<file path="src/logic/nand_host_pkg.sv">
package nand_host_pkg;

  // Clock and pin timing
  localparam int CLK_MHZ       = 100;
  localparam int STROBE_NS     = 25;
  localparam int STROBE_CYC    = (STROBE_NS * CLK_MHZ + 999) / 1000;
  localparam int WB_NS         = 100;
  localparam int WB_CYC        = (WB_NS * CLK_MHZ + 999) / 1000;

  // Register offsets
  localparam logic [7:0] OFF_CTRL   = 8'h00;
  localparam logic [7:0] OFF_STATUS = 8'h04;
  localparam logic [7:0] OFF_ERR    = 8'h08;

  // Control register fields
  localparam int CTRL_OP_LSB   = 0;
  localparam int CTRL_BYTE_LSB = 8;

  // Bus cycle kinds written to the control register
  localparam logic [2:0] OP_CMD  = 3'h1;
  localparam logic [2:0] OP_ADDR = 3'h2;
  localparam logic [2:0] OP_DWR  = 3'h3;
  localparam logic [2:0] OP_DRD  = 3'h4;
  localparam logic [2:0] OP_WAIT = 3'h5;

  // Flash command bytes
  localparam logic [7:0] CMD_READ    = 8'h00;
  localparam logic [7:0] CMD_CONFIRM = 8'h10;
  localparam logic [7:0] CMD_QUEUE   = 8'h11;
  localparam logic [7:0] CMD_CBREAD  = 8'h35;
  localparam logic [7:0] CMD_STATUS  = 8'h70;
  localparam logic [7:0] CMD_PLSTAT  = 8'h78;
  localparam logic [7:0] CMD_SETUP   = 8'h80;
  localparam logic [7:0] CMD_RANDIN  = 8'h85;
  localparam logic [7:0] CMD_RESET   = 8'hFF;

  // Address layout
  localparam logic [2:0] ADDR_CYCLES = 3'h5;
  localparam logic [2:0] COL_CYCLES  = 3'h2;
  localparam logic [2:0] ROW1_IDX    = 3'h2;
  localparam logic [2:0] ROW2_IDX    = 3'h3;
  localparam logic [2:0] ROW3_IDX    = 3'h4;
  localparam int PLANE_SEL_BIT       = 6;
  localparam logic [2:0] MAX_PARTIAL = 3'h4;
  // Highest column high byte that still falls inside one page
  localparam logic [7:0] COL_HI_MAX  = 8'h08;

  // Error register bits
  localparam int ERR_BUSY    = 0;
  localparam int ERR_SEQ     = 1;
  localparam int ERR_ORDER   = 2;
  localparam int ERR_PARTIAL = 3;
  localparam int ERR_PLANE   = 4;
  localparam int ERR_COPY    = 5;
  localparam int ERR_CHECK78 = 6;
  localparam int ERR_W       = 7;

  typedef enum logic [2:0] {
    ST_IDLE  = 3'b000,
    ST_SETUP = 3'b001,
    ST_LOW   = 3'b011,
    ST_HIGH  = 3'b010,
    ST_WAIT  = 3'b110
  } pin_state_t;

  typedef enum logic [1:0] {
    SQ_IDLE = 2'b00,
    SQ_ADDR = 2'b01,
    SQ_DATA = 2'b11
  } seq_state_t;

endpackage

</file>
<file path="src/logic/nand_prog_host.sv">
// The implementer's own choices: register access over APB and the register addresses.
`timescale 1ns/1ns
`default_nettype none
////////////////////////////////////////////////////////////////////////////////
// Summary of operation
// - Pages of a block programmed ascending only
// - At most four programs per page
// - Program is 80h, five addresses, data, 10h
// - While busy only 70h and FFh issued
// - 85h with new column continues data load
// - Queue planes then confirm programs all together
// - Two-plane error needs per-plane 78h check
// - Plane select low first, high second
// - Column valid for each plane
// - Same operation type on both planes (the host does not check this)
// - Copy back within one plane, 00h/35h first
// - Random input may modify copy-back data
// - Check copied data with ECC first (left to software; the host does not check this)
module nand_prog_host
  import nand_host_pkg::*;
#(
  parameter int STROBE_CYCLES = STROBE_CYC,
  parameter int WB_CYCLES     = WB_CYC
) (
  // Clock and reset
  input  wire logic        clk_in,
  input  wire logic        rst_n_in,
  // APB slave
  input  wire logic        psel_in,
  input  wire logic        penable_in,
  input  wire logic        pwrite_in,
  input  wire logic [7:0]  paddr_in,
  input  wire logic [31:0] pwdata_in,
  output logic      [31:0] prdata_out,
  output logic             pready_out,
  output logic             pslverr_out,
  // Flash pins
  output logic             ce_n_out,
  output logic             cle_out,
  output logic             ale_out,
  output logic             we_n_out,
  output logic             read_strobe_n_out,
  output logic      [7:0]  io_out,
  output logic             io_oe_out,
  input  wire logic [7:0]  io_in,
  input  wire logic        ready_busy_n_output_in
);

  logic             rst_s1, rst_n;
  logic             rdy_s1, rdy;
  logic [7:0]       io_s1, io_s2;
  pin_state_t       st;
  seq_state_t       seq;
  logic [7:0]       cnt;
  logic [2:0]       op_q;
  logic [7:0]       rd_byte;
  logic [ERR_W-1:0] err, ev;
  logic [2:0]       acnt;
  logic             is_read, is_rand, cb_ready, cb_plane, two_plane;
  logic             stat_mode, last_tp;
  logic [7:0]       row1;
  logic [10:0]      blk, last_blk;
  logic [5:0]       last_page;
  logic [2:0]       pcount;
  logic             acc, wr, go, refuse, issue, rd_done;
  logic [2:0]       op;
  logic [7:0]       cbyte;
  logic [2:0]       need;

  ////////////////////////////////////////////////////////////////////////////
  // Reset release and pin synchronisers
  always_ff @(posedge clk_in or negedge rst_n_in) begin
    if (!rst_n_in) begin
      rst_s1 <= 1'b0;
      rst_n  <= 1'b0;
    end else begin
      rst_s1 <= 1'b1;
      rst_n  <= rst_s1;
    end
  end

  always_ff @(posedge clk_in or negedge rst_n) begin
    if (!rst_n) begin
      rdy_s1 <= 1'b0;
      rdy    <= 1'b0;
      io_s1  <= 8'h00;
      io_s2  <= 8'h00;
    end else begin
      rdy_s1 <= ready_busy_n_output_in;
      rdy    <= rdy_s1;
      io_s1  <= io_in;
      io_s2  <= io_s1;
    end
  end

  ////////////////////////////////////////////////////////////////////////////
  // APB slave: one wait state, effect at the edge that sees pready
  assign acc   = psel_in && penable_in && pready_out;
  assign wr    = acc && pwrite_in;
  assign op    = pwdata_in[CTRL_OP_LSB +: 3];
  assign cbyte = pwdata_in[CTRL_BYTE_LSB +: 8];
  assign go    = wr && paddr_in == OFF_CTRL && st == ST_IDLE;
  // Only status read and reset may reach a busy device
  assign refuse = op != OP_WAIT && !rdy &&
                  !(op == OP_CMD && (cbyte == CMD_STATUS ||
                                     cbyte == CMD_RESET));
  assign issue = go && !refuse && op != OP_WAIT;
  assign need  = is_rand ? COL_CYCLES : ADDR_CYCLES;

  always_ff @(posedge clk_in or negedge rst_n) begin
    if (!rst_n) begin
      pready_out  <= 1'b0;
      pslverr_out <= 1'b0;
      prdata_out  <= 32'h0000_0000;
    end else begin
      pready_out  <= psel_in && penable_in && !pready_out;
      pslverr_out <= 1'b0;
      prdata_out  <= 32'h0000_0000;
      if (psel_in && penable_in && !pready_out) begin
        if (paddr_in == OFF_CTRL) begin
          pslverr_out <= pwrite_in && st != ST_IDLE;
        end else if (paddr_in == OFF_STATUS) begin
          prdata_out <= {16'h0000, rd_byte, 2'b00, stat_mode, two_plane,
                         cb_ready, seq == SQ_DATA, rdy, st != ST_IDLE};
        end else if (paddr_in == OFF_ERR) begin
          prdata_out <= {{(32-ERR_W){1'b0}}, err};
        end else begin
          pslverr_out <= 1'b1;
        end
      end
    end
  end

  ////////////////////////////////////////////////////////////////////////////
  // Pin sequencer: setup, strobe low, strobe high
  always_ff @(posedge clk_in or negedge rst_n) begin
    if (!rst_n) begin
      st                <= ST_IDLE;
      cnt               <= 8'h00;
      op_q              <= 3'h0;
      ce_n_out          <= 1'b1;
      cle_out           <= 1'b0;
      ale_out           <= 1'b0;
      we_n_out          <= 1'b1;
      read_strobe_n_out <= 1'b1;
      io_out            <= 8'h00;
      io_oe_out         <= 1'b0;
      rd_byte           <= 8'h00;
    end else begin
      case (st)
        ST_IDLE: begin
          if (go && op == OP_WAIT) begin
            // Busy may take a while to show on the pin
            st  <= ST_WAIT;
            cnt <= 8'(WB_CYCLES - 1);
          end else if (issue) begin
            st        <= ST_SETUP;
            op_q      <= op;
            ce_n_out  <= 1'b0;
            cle_out   <= op == OP_CMD;
            ale_out   <= op == OP_ADDR;
            io_out    <= cbyte;
            io_oe_out <= op != OP_DRD;
          end
        end
        ST_SETUP: begin
          st  <= ST_LOW;
          cnt <= 8'(STROBE_CYCLES - 1);
          if (op_q == OP_DRD) begin
            read_strobe_n_out <= 1'b0;
          end else begin
            we_n_out <= 1'b0;
          end
        end
        ST_LOW: begin
          if (cnt == 8'h00) begin
            st                <= ST_HIGH;
            cnt               <= 8'(STROBE_CYCLES - 1);
            we_n_out          <= 1'b1;
            read_strobe_n_out <= 1'b1;
            // Limitation: data is sampled two cycles after it reached the pin
            if (op_q == OP_DRD) begin
              rd_byte <= io_s2;
            end
          end else begin
            cnt <= cnt - 8'h01;
          end
        end
        ST_HIGH: begin
          if (cnt == 8'h00) begin
            st        <= ST_IDLE;
            ce_n_out  <= 1'b1;
            cle_out   <= 1'b0;
            ale_out   <= 1'b0;
            io_oe_out <= 1'b0;
          end else begin
            cnt <= cnt - 8'h01;
          end
        end
        ST_WAIT: begin
          if (cnt != 8'h00) begin
            cnt <= cnt - 8'h01;
          end else if (rdy) begin
            st <= ST_IDLE;
          end
        end
        default: st <= ST_IDLE;
      endcase
    end
  end

  assign rd_done = st == ST_LOW && cnt == 8'h00 && op_q == OP_DRD;

  ////////////////////////////////////////////////////////////////////////////
  // Command sequence tracking
  always_ff @(posedge clk_in or negedge rst_n) begin
    if (!rst_n) begin
      seq       <= SQ_IDLE;
      acnt      <= 3'h0;
      is_read   <= 1'b0;
      is_rand   <= 1'b0;
      cb_ready  <= 1'b0;
      cb_plane  <= 1'b0;
      two_plane <= 1'b0;
      stat_mode <= 1'b0;
      last_tp   <= 1'b0;
      row1      <= 8'h00;
      blk       <= 11'h000;
      last_blk  <= 11'h7FF;
      last_page <= 6'h00;
      pcount    <= 3'h0;
    end else if (issue && op == OP_CMD) begin
      stat_mode <= cbyte == CMD_STATUS || cbyte == CMD_PLSTAT;
      if (cbyte == CMD_SETUP) begin
        seq     <= SQ_ADDR;
        acnt    <= 3'h0;
        is_read <= 1'b0;
        is_rand <= 1'b0;
      end else if (cbyte == CMD_RANDIN) begin
        // Column only inside a load, full address for copy back
        seq     <= SQ_ADDR;
        acnt    <= 3'h0;
        is_rand <= seq == SQ_DATA;
        is_read <= 1'b0;
      end else if (cbyte == CMD_READ) begin
        seq      <= SQ_ADDR;
        acnt     <= 3'h0;
        is_read  <= 1'b1;
        cb_ready <= 1'b0;
      end else if (cbyte == CMD_CBREAD) begin
        seq      <= SQ_IDLE;
        cb_ready <= is_read && acnt == ADDR_CYCLES;
        cb_plane <= row1[PLANE_SEL_BIT];
      end else if (cbyte == CMD_QUEUE) begin
        seq       <= SQ_IDLE;
        two_plane <= 1'b1;
      end else if (cbyte == CMD_CONFIRM) begin
        seq       <= SQ_IDLE;
        two_plane <= 1'b0;
        last_tp   <= two_plane;
        cb_ready  <= 1'b0;
        last_blk  <= blk;
        last_page <= row1[5:0];
        pcount    <= (blk == last_blk && row1[5:0] == last_page) ?
                     (pcount == 3'h7 ? pcount : pcount + 3'h1) : 3'h1;
      end else if (cbyte == CMD_RESET) begin
        seq       <= SQ_IDLE;
        cb_ready  <= 1'b0;
        two_plane <= 1'b0;
      end
    end else if (issue && op == OP_ADDR) begin
      if (acnt != ADDR_CYCLES) begin
        acnt <= acnt + 3'h1;
      end
      if (acnt == ROW1_IDX) begin
        row1 <= cbyte;
        blk  <= {blk[10:1], cbyte[7]};
      end else if (acnt == ROW2_IDX) begin
        blk <= {blk[10:9], cbyte, blk[0]};
      end else if (acnt == ROW3_IDX) begin
        blk <= {cbyte[1:0], blk[8:0]};
      end
      if (acnt + 3'h1 >= need && !is_read) begin
        seq <= SQ_DATA;
      end
    end
  end

  ////////////////////////////////////////////////////////////////////////////
  // Host-side checks, reported as sticky errors
  always_comb begin
    ev = '0;
    ev[ERR_BUSY] = go && refuse;
    if (issue && op == OP_DWR && seq != SQ_DATA) begin
      ev[ERR_SEQ] = 1'b1;
    end
    if (issue && op == OP_ADDR &&
        !(seq == SQ_ADDR || (seq == SQ_DATA && is_rand))) begin
      ev[ERR_SEQ] = 1'b1;
    end
    // A column past the page end would wrap inside the plane
    if (issue && op == OP_ADDR && acnt == 3'h1 && cbyte > COL_HI_MAX) begin
      ev[ERR_SEQ] = 1'b1;
    end
    if (issue && op == OP_CMD) begin
      if ((cbyte == CMD_CONFIRM || cbyte == CMD_QUEUE) && seq != SQ_DATA) begin
        ev[ERR_SEQ] = 1'b1;
      end
      if (cbyte == CMD_RANDIN && seq != SQ_DATA && !cb_ready) begin
        ev[ERR_SEQ] = 1'b1;
      end
      if (cbyte == CMD_READ && two_plane) begin
        ev[ERR_SEQ] = 1'b1;
      end
      if (cbyte == CMD_QUEUE && !two_plane && row1[PLANE_SEL_BIT]) begin
        ev[ERR_PLANE] = 1'b1;
      end
      if (cbyte == CMD_CONFIRM) begin
        ev[ERR_PLANE] = two_plane && !row1[PLANE_SEL_BIT];
        ev[ERR_ORDER] = blk == last_blk && row1[5:0] < last_page;
        ev[ERR_PARTIAL] = blk == last_blk && row1[5:0] == last_page &&
                          pcount >= MAX_PARTIAL;
        ev[ERR_COPY] = cb_ready && !two_plane &&
                       row1[PLANE_SEL_BIT] != cb_plane;
      end
    end
    // A failing status after a two-plane program wants 78h
    ev[ERR_CHECK78] = rd_done && stat_mode && last_tp &&
                      |io_s2[1:0];
  end

  // Set wins over a simultaneous write-one-to-clear
  always_ff @(posedge clk_in or negedge rst_n) begin
    if (!rst_n) begin
      err <= '0;
    end else if (wr && paddr_in == OFF_ERR) begin
      err <= (err & ~pwdata_in[ERR_W-1:0]) | ev;
    end else begin
      err <= err | ev;
    end
  end
endmodule // nand_prog_host
`default_nettype wire

</file>
<file path="config.mk">
export PLATFORM = sky130hd
export DESIGN_NAME = nand_prog_host
export DESIGN_NICKNAME = d
export VERILOG_FILES = /design/src/logic/nand_host_pkg.sv /design/src/logic/nand_prog_host.sv
export SDC_FILE = /design/constraint.sdc
export NUM_CORES = 1
export LEC_CHECK = 0
export ABC_AREA = 1
export BUFFER_PORTS_ARGS = -buffer_cell sky130_fd_sc_hd__buf_4
export CORE_MARGIN = 5
export CORE_UTILIZATION = 55
export CTS_BUF_LIST = sky130_fd_sc_hd__clkbuf_16
export CTS_CLUSTER_DIAMETER = 200
export DETAILED_ROUTE_END_ITERATION = 10
export GPL_ROUTABILITY_DRIVEN = 0
export MAX_ROUTING_LAYER = met4
export PLACE_DENSITY = 0.76
export SETUP_SLACK_MARGIN = 0.15
export SLEW_MARGIN = 20
export SYNTH_ARGS = -nofsm -noshare
export SYNTH_HDL_FRONTEND = slang
export SYNTH_SLANG_ARGS = --single-unit
</file>
<file path="constraint.sdc">
create_clock -name clk_in -period 5.8 [get_ports clk_in]
set_clock_uncertainty 0.15 [all_clocks]
set_input_delay 0.29 -clock clk_in [delete_from_list [all_inputs] [get_ports clk_in]]
set_output_delay 0.29 -clock clk_in [all_outputs]
set_load 0.01 [all_outputs]
</file>
# Yosys cells after proc, flatten, opt, wreduce, memory -nomap -nowiden
# Cells that the tools add are included.
[word_totals]
n_memories = 0
mem_bits_rw = 0
register_bits = 147
mem_bits_ro = 0
latchBits = 0
output_inout_bits = 48
wordCells = 278
[op_classes]
order_cmp = 4
n_div = 0
reduce_logical = 91
bitwise_logic = 13
addsub = 3
n_mul = 0
n_shift = 0
eq_ne = 50
n_mux = 80
[op_table]
columns = ["op", "count"]
rows = [
  ["$mux W16", 3],
  ["$mux W3", 15],
  ["$logic_and A1 B1 Y1", 42],
  ["$pmux W8 S5", 1],
  ["$mux W1", 35],
  ["$mux W8", 4],
  ["$eq A8 B8 Y1 const B", 3],
  ["$logic_not A8 Y1", 3],
  ["$ne A2 B2 Y1 const B", 11],
  ["$reduce_and A3 Y1", 7],
  ["$mux W2", 10],
  ["$reduce_and A5 Y1", 4],
  ["$eq A3 B2 Y1 const B", 6],
  ["$eq A3 B3 Y1 const B", 6],
  ["$eq A8 B5 Y1 const B", 2],
  ["$eq A8 B7 Y1 const B", 2],
  ["$pmux W3 S5", 1],
  ["$mux W7", 2],
  ["$or A7 B7 Y7", 2],
  ["$ne A3 B3 Y1 const B", 4],
  ["$pmux W1 S2", 6],
  ["$reduce_and A4 Y1", 3],
  ["$reduce_bool A2 Y1", 6],
  ["$eq A11 B11 Y1", 1],
  ["other kinds (36)", 62],
]

# Depth between registers and ports, before layout
# Gate-level depths: netlist of the first run.
[depth]
word_depth = 19
mapped_depth = 14
ltp_nobuf = 14

# Worst setup path after synthesis of the first run
# OpenSTA, ideal clock, no wires.
[synth_path]
kind = "reg-to-reg"
from = "register acnt[0]"
to = "register seq[1]"
period_less_slack_ns = 2.079
setup_ns = 0.118
required_ns = 5.532
slack_ns = 3.721
arrival_time_ns = 1.810
stages_incl_launch_ff = 14
cell_sequence = "dfrtp_1 -> ha_1 -> ha_1 -> inv_1 -> ha_1 -> nand2_1 -> o211ai_1 -> nand2_1 -> inv_1 -> nand4_1 -> nand2_1 -> nand2_1 -> nand2_1 -> nand2_1"
[synth_between]
elab_chain_len = 5
[synth_rtl]
columns = ["element", "line", "text"]
rows = [
  ["start, declared", "nand_prog_host.sv:58", "logic [2:0] acnt;"],
  ["start signal, assigned", "nand_prog_host.sv:273", "acnt <= acnt + 3'h1;"],
  ["$add A3 B1 Y3", "nand_prog_host.sv:283", "if (acnt + 3'h1 >= need && !is_read) begin"],
  ["$ge A3 B3 Y1", "nand_prog_host.sv:283", ""],
  ["$logic_and A1 B1 Y1", "nand_prog_host.sv:283", ""],
  ["$reduce_bool A2 Y1 (no line)", "n/a", ""],
  ["$reduce_and A3 Y1 (no line)", "n/a", ""],
  ["end signal, assigned", "nand_prog_host.sv:258", "seq <= SQ_IDLE;"],
  ["end signal, assigned", "nand_prog_host.sv:267", "seq <= SQ_IDLE;"],
  ["end signal, assigned", "nand_prog_host.sv:284", "seq <= SQ_DATA;"],
  ["end, declared", "nand_prog_host.sv:53", "seq_state_t seq;"],
]
# No other way between the ends.
# A chain may end at the register's enable or synchronous reset.

# Final worst setup path of the first run
[layout_path]
from = "register st[2]"
to = "register pcount[0]"
[layout_between]
elab_chain_len = 6
[layout_rtl]
columns = ["element", "line", "text"]
rows = [
  ["start, declared", "nand_prog_host.sv:52", "pin_state_t st;"],
  ["start signal, assigned", "nand_prog_host.sv:138", "st <= ST_IDLE;"],
  ["start signal, assigned", "nand_prog_host.sv:154", "st <= ST_WAIT;"],
  ["start signal, assigned", "nand_prog_host.sv:157", "st <= ST_SETUP;"],
  ["$logic_not A3 Y1", "nand_prog_host.sv:102", "assign go = wr && paddr_in == OFF_CTRL && st == ST_IDLE;"],
  ["$logic_and A1 B1 Y1", "nand_prog_host.sv:102", ""],
  ["$logic_and A1 B1 Y1 (2 in series)", "nand_prog_host.sv:107", "assign issue = go && !refuse && op != OP_WAIT;"],
  ["$logic_and A1 B1 Y1", "nand_prog_host.sv:232", "end else if (issue && op == OP_CMD) begin"],
  ["$reduce_and A8 Y1 (no line)", "n/a", ""],
  ["end signal, assigned", "nand_prog_host.sv:264", "pcount <= (blk == last_blk && row1[5:0] == last_page) ?"],
  ["end, declared", "nand_prog_host.sv:64", "logic [2:0] pcount;"],
]
# No other way between the ends.

==> results of run 1 <==
## cell usage in the layout (no fill, tap or decap), drive strengths merged, types with 17 or more instances in the layout
| cell | count |
|---|---|
| ha | 18 |
| nand2 | 193 |
| clkbuf | 17 |
| inv | 86 |
| dfrtp | 116 |
| nor2 | 73 |
| o21ai | 75 |
| conb | 18 |
| buf | 69 |
| nand3 | 32 |
## layout make-up
| type | count | area share [%] |
|---|---|---|
| well taps | 140 | 2.37 |
| clock inverters | 15 | 1.25 |
| inverters | 79 | 4.01 |
| clock buffers | 17 | 5.76 |
| flip-flops and latches | 130 | 44.3 |
| repair buffers | 81 | 8.64 |
| multi-input cells | 487 | 33.6 |
## where the power goes
part | internal [mW] | switching (mW) | leakage (nW)
combinational | 0.137 | 0.245 | 1.77
sequential | 0.975 | 0.0457 | 1.65
clock | 0.569 | 0.361 | 0.274
## per-stage QoR
| step | std cells | area (um2) | util (%) |
|---|---|---|---|
| 6_report | 949 | 7390 | 67.5 |
| 5_1_grt | 949 | 7390 | 67.5 |
| 4_1_cts | 949 | 7380 | 67.5 |
| 3_5_place_dp | 905 | 6750 | 61.7 |
| 3_3_place_gp | 905 | 6750 | 61.7 |
| 2_1_floorplan | 725 | 6240 | - |
## synth_stat cells (2+ instances only)
library cell  count
mux2_2            8
nand2_2           5
nor2_1           65
nor2_4            4
buf_4            18
o211ai_1          2
a21oi_1          15
nand4_1          12
inv_2             9
o21ai_1          25
dfstp_2          14
or2_2             4
nand2_4           2
buf_2             5
o21ai_0          50
and2_1            2
dfrtp_1         116
nand2_1         186
nand3_4           2
a211oi_1          6
nor2_2            3
xnor2_1           6
a31oi_1           3
nor3_1           10
nand3_1          30
buf_6             2
ha_1             18
inv_1            70
and3_1            2
conb_1            2
clkbuf_1          3
## registers in the layout (all words and copies together) (netlist names), 6 cells and up
signal / count
io_out: 8
last_blk: 11
cnt: 8
last_page: 6
err: 7
io_s1: 8
row1: 7
blk: 11
rd_byte: 8
prdata_out: 15
io_s2: 8
## per-layer routing
metal	share of wire [%]	track usage (%)	up-vias
met5	0	-	-
met3	7.5	5.48	19
met2	49	36.4	191
met4	1.9	7.42	0
li1	-	-	2427
met1	42	28.8	2331
## logic make-up (layout without fill, tap and decap cells)
family,Yosys count,after routing,share of synthesized area [%]
AOI/OAI and AO/OA,105,105,9.07
xor gates and xnor gates,7,7,0.992
adders and majority gates,18,18,3.64
buffers and inverters,108,192,8.00
DFF,130,130,52.9
muxes,8,8,1.46
other,2,18,0.122
and+or+nand+nor,331,331,23.8
## final timing paths
kind | start | endpoint | slack [ps] | cells after the start
worst max-delay path | st[2]$_DFFE_PN0P_ | pcount[0]$_DFFE_PN0P_ | 3120 | 11
worst min-delay path | pwdata_in[6] | err[6]$_DFF_PN0_ | 40 | 4
worst max register to register | st[2]$_DFFE_PN0P_ | pcount[0]$_DFFE_PN0P_ | 3120 | 11
worst min register to register | io_s1[5]$_DFF_PN0_ | io_s2[5]$_DFF_PN0_ | 190 | 0
max in group asynchronous | rst_n$_DFF_PN0_ | ale_out$_DFFE_PN0P_ | 3980 | 1
min in group asynchronous | rst_n_in | rst_n$_DFF_PN0_ | 50 | 2
## worst max-delay path, cell delays in order, from the launching register on
cell and delay, ps:
dfrtp_1 440, nor2_2 160, nand2_2 90, nor2_2 120, nand2_1 90, nor2_4 200
nand3_4 220, nor2_4 510, inv_2 320, nor2_4 170, nand2_1 70, nand2_1 50
## timing repair
action                                 4_1_cts  5_1_grt
setup buffers                                0        0
endpoints found under the hold margin       12        0
hold buffers                                12        0
==> impl_metrics.py, run 1 <==
metrics = {
    "status": {
        "status": "finished, final reports clean",
    },
    "sta": {
        "hold_ws_ps": 37.9,
        "fin_ws_ps": 3120,
        "tns_ps": 0,
        "fin_crit_sh_pct": 46.3,
        "drv_slew": 0,
        "finalHoldViolations": 0,
        "rsz0062_at_grt": "false",
        "fmax_mhz": 373,
        "worst_pin_slew_ps": 928,
        "setup_viol": 0,
        "max_slew_margin_pct": 38.2,
        "period_minus_slack_ps": 2680,
    },
    "die": {
        "dieWidth_um": 116,
        "die_height_um": 116,
        "rows": 38,
        "die_area_mm2": 0.0135,
        "core-area_mm2": 0.0109,
        "start_util_pct": 56.5,
        "boundaryPins": 102,
    },
    "layout": {
        "nets": 868,
        "antennaDiodeCount": 0,
        "fill_cells": 868,
        "drive_gt1_share_pct": 18.2,
        "register_area_mm2": 0.00327,
        "multi_input_area_mm2": 0.00248,
        "area_delta_synth_final_pct": 19.5,
    },
    "place": {
        "port_buffers": 67,
        "dp_hpwl_um": 9740,
        "place_ws_ps": 3080,
    },
    "power_and_ir_drop": {
        "total_power_mw": 2.33,
        "leakage_nw": 3.69,
        "ir_worst_vdd_v": 0.000281,
        "p_per_area_mw_per_mm2": 316,
    },
    "synth": {
        "ys_seq_elements": 130,
        "avgSynthCellArea_um2": 8.72,
        "synth.cell_area_mm2": 0.00618,
        "ys_dominant_reg_cell": "dfrtp_1",
        "yosysWarnings": 0,
        "synth_seq_area_share_pct": 52.9,
        "synth_area_leaders": "dfrtp_1 (47%), nand2_1 (11%), dfstp_2 (6.0%)",
        "synth-edff-count": 0,
        "synth.top_cell.area_share_pct": 47.0,
        "synth_top_area_cell": "dfrtp_1",
        "ys_types": 41,
        "synthCells": 709,
        "synthArstFlopShare_pct": 100,
    },
    "worst_setup_path": {
        "cp_max_fo": 22,
        "endpoint_kind": "register",
        "crit_arrival_ps": 2880,
        "worstPathRequired_ps": 6000,
        "crit_type": "reg2reg",
        "start_kind": "register",
    },
    "detailed_routing": {
        "vias": 4968,
        "dr.pass1.iters": 5,
        "viasPerCell": 5.23,
        "drcViolationCount": 0,
        "wl_per_cell_um": 14.5,
        "postRouteWirelength_um": 13800,
        "antenna_left": 0,
        "dr.first_iter.drc_count": 401,
    },
    "clocking": {
        "clockBufferDepth": 2,
        "clock_sinks": 130,
        "h-tree-depth": 4,
        "worstSkewPairLatency_ps": 410,
        "cts_tree": "yes",
        "cts_buffers": 17,
        "root_buffer": "clkbuf_16",
        "cts_resized": 0,
        "path_clk_slew_ps": 50,
    },
    "global_route": {
        "grt_pass1_wl_um": 23100,
        "grt_pass1_vias": 4905,
        "grt_max_degree": 74,
        "grt_usage_pct": 22.8,
        "antenna_found_initial": 0,
        "grt_overflow_total": 0,
    },
    "flow_run": {
        "cap_violations": 0,
    },
    "min_path": {
        "hold_class": "in2reg",
    },
}
Note: power is estimated with default switching activity, not from simulation.
==> run 2: changes to the inputs <==
- ABC_AREA: 1 -> 0
- CORE_UTILIZATION: 55 -> 51
- PLACE_DENSITY: 0.76 -> 0.74
- clock period: 5.8 -> 2.4 ns (I/O delays scaled with it)
==> impl_metrics.py, run 2 <==
metrics = {
    "layout": {
        "final_core_util_pct": 67.9,
        "final_cell_mix": "dfrtp_1 (113), buf_4 (87), nand2_1 (56), mux2_2 (50)",
        "antennaDiodeCount": 0,
        "drive_gt1_share_pct": 31.5,
        "stdcell_count": 819,
        "final_common_cell": "dfrtp_1",
        "fin_area_mm2": 0.00782,
        "largest_register_ff_count": 15,
        "reg_top3": "prdata_out: 15 flops, blk: 11 flops, last_blk: 11 flops",
        "nets": 737,
        "top_register": "prdata_out",
        "area_delta_synth_final_pct": 29.4,
    },
    "sta": {
        "worst_pin_slew_ps": 709,
        "rsz0062_at_grt": "true",
        "hold_ws_ps": 30.2,
        "fmax_mhz": 450,
        "fin_ws_ps": 177,
        "max_slew_margin_pct": 52.1,
        "fin_crit_sh_pct": 92.6,
        "period_minus_slack_ps": 2220,
        "finalHoldViolations": 0,
        "drv_slew": 0,
        "setup_viol": 0,
        "tns_ps": 0,
    },
    "die": {
        "boundaryPins": 102,
        "die_height_um": 119,
        "rows": 39,
        "start_util_pct": 52.4,
        "dieWidth_um": 119,
        "die_area_mm2": 0.0141,
        "core-area_mm2": 0.0115,
    },
    "synth": {
        "synthXorXnorAreaFrac_pct": 1.74,
        "ys_dominant_reg_cell": "dfrtp_1",
        "yosysWarnings": 0,
        "yosys-mux-area-fraction_pct": 9.68,
        "yosys-top-cells-count": "dfrtp_1 (116), nand2_1 (56), mux2_2 (50)",
        "synth_top_family_by_area": "simple AND/OR/NAND/NOR gates",
        "synth_top_area_cell": "dfrtp_1",
        "synth-compound-area-share_pct": 10.5,
        "synth.cell_area_mm2": 0.00604,
        "synth.top_cell.area_share_pct": 48.1,
        "yosys.cell_count.top_type": "dfrtp_1",
        "avgSynthCellArea_um2": 11.2,
        "synth_seq_area_share_pct": 54.2,
        "ys_seq_elements": 130,
        "synthArstFlopShare_pct": 100,
        "synth-simple-area-share_pct": 15.1,
        "synth_area_leaders": "dfrtp_1 (48%), mux2_2 (9.3%), dfstp_2 (6.1%)",
        "ys_types": 63,
        "synthCells": 539,
        "synth-edff-count": 0,
        "synthAdderAreaFrac_pct": 3.73,
    },
    "worst_setup_path": {
        "critPathLaunch": "pwdata_in[11]",
        "start_kind": "input port",
        "r2r_slack_ps": 200,
        "r2r-end": "seq[0]$_DFFE_PN0P_",
        "r2r_cells": 8,
        "r2r_start": "acnt[0]$_DFFE_PN0P_",
        "crit_type": "in2reg",
        "worstSetupEndpoint": "acnt[2]$_DFFE_PN0P_",
        "crit_arrival_ps": 2360,
        "endpoint_kind": "register",
        "worstPathRequired_ps": 2540,
        "cp_max_fo": 10,
    },
    "detailed_routing": {
        "drcViolationCount": 0,
        "vias": 4543,
        "dr.pass1.iters": 5,
        "viasPerCell": 5.55,
        "antenna_left": 0,
        "dr.first_iter.drc_count": 269,
        "postRouteWirelength_um": 13800,
        "wl_per_cell_um": 16.8,
    },
    "global_route": {
        "grt_pass1_vias": 4666,
        "grt_pass1_wl_um": 23000,
        "grt_max_degree": 52,
        "antenna_found_initial": 0,
        "grt_usage_pct": 21.0,
        "grt_overflow_total": 0,
    },
    "clocking": {
        "h-tree-depth": 4,
        "clockBufferDepth": 2,
        "path_clk_slew_ps": 60,
        "clock_sinks": 130,
        "root_buffer": "clkbuf_16",
        "worstSkewPairLatency_ps": 420,
        "cts_tree": "yes",
        "cts_buffers": 17,
    },
    "status": {
        "status": "finished, final reports clean",
    },
    "power_and_ir_drop": {
        "leakage_nw": 3.73,
        "total_power_mw": 5.19,
        "p_per_area_mw_per_mm2": 664,
        "ir_worst_vdd_v": 0.000429,
    },
    "place": {
        "dp_hpwl_um": 9130,
        "dpl_cell_area_mm2": 0.00678,
        "place_ws_ps": 56.6,
        "port_buffers": 67,
        "place_inst": 753,
    },
    "flow_run": {
        "cap_violations": 0,
    },
    "min_path": {
        "hold_class": "in2reg",
        "hold_path_depth": 4,
        "worstHoldStart": "pwdata_in[10]",
    },
}
run 2: changes by cell type after synthesis, sizes merged, moves of 7 or more:
cell	before	now
nor2b	0	7
mux2	8	51
nand2	193	57
nand3	32	10
inv	79	22
and2	2	10
nor2	73	34
clkbuf	3	10
o21ai	75	36
run 2: repair_timing:
item,4_1_cts,5_1_grt
pin swaps,0,5
setup endpoints to repair,19,50
cloned,0,1
endpoints found under the hold margin,55,0
setup buffers,0,1
gates resized for setup,3,20
hold buffers,34,0
run 2: routing by layer:
metal	share of wire [%]	vias up	GRT usage, %
met5	0	-	-
met4	2.1	0	8.04
met3	6.3	28	4.98
met2	49	175	34.1
met1	42	2212	25.6
li1	-	2128	-
run 2: area by class of cell:
class / instances / area (um2)
well taps: 143 / 179
clock buffers: 17 / 425
inverters: 22 / 82.6
multi-input cells: 367 / 2610
flip-flops and latches: 130 / 3280
clock inverters: 13 / 161
repair buffers: 127 / 1080
fillers: 834 / 3700
run 2: worst min path at each step:
| stage | end | slack, ps |
|---|---|---|
| floorplan | rst_s1$_DFF_PN0_ | -330 |
| global route | is_rand$_DFFE_PN0P_ | 30 |
| global placement | rst_s1$_DFF_PN0_ | -250 |
| finish | is_rand$_DFFE_PN0P_ | 30 |
| CTS | cb_ready$_DFFE_PN0P_ | 4 |
| detailed placement | rst_s1$_DFF_PN0_ | -250 |
run 2: power breakdown:
| group | switching, mW | internal (mW) | leakage (nW) | total, mW |
|---|---|---|---|---|
| clock network | 0.962 | 1.62 | 0.281 | 2.58 |
| logic | 0.180 | 0.151 | 1.75 | 0.331 |
| registers | 0.0461 | 2.23 | 1.70 | 2.27 |
| total | 1.19 | 4.00 | 3.73 | 5.19 |
run 2: cells by family after synthesis:
logic type                 Yosys count
and+or+nand+nor                    172
muxes                               52
AOI/OAI and AO/OA                   95
other                                2
adders and majority gates           18
xor gates and xnor gates            12
DFF                                130
buffers and inverters               58
run 2: critical path: stages:
cell           delay (ps)
dlygate4sd3_1         530
buf_4                 180
nor4_2                250
buf_4                 190
a21oi_1                40
o41ai_1               590
nand2_1               160
o21ai_0               190
o21ai_0               100
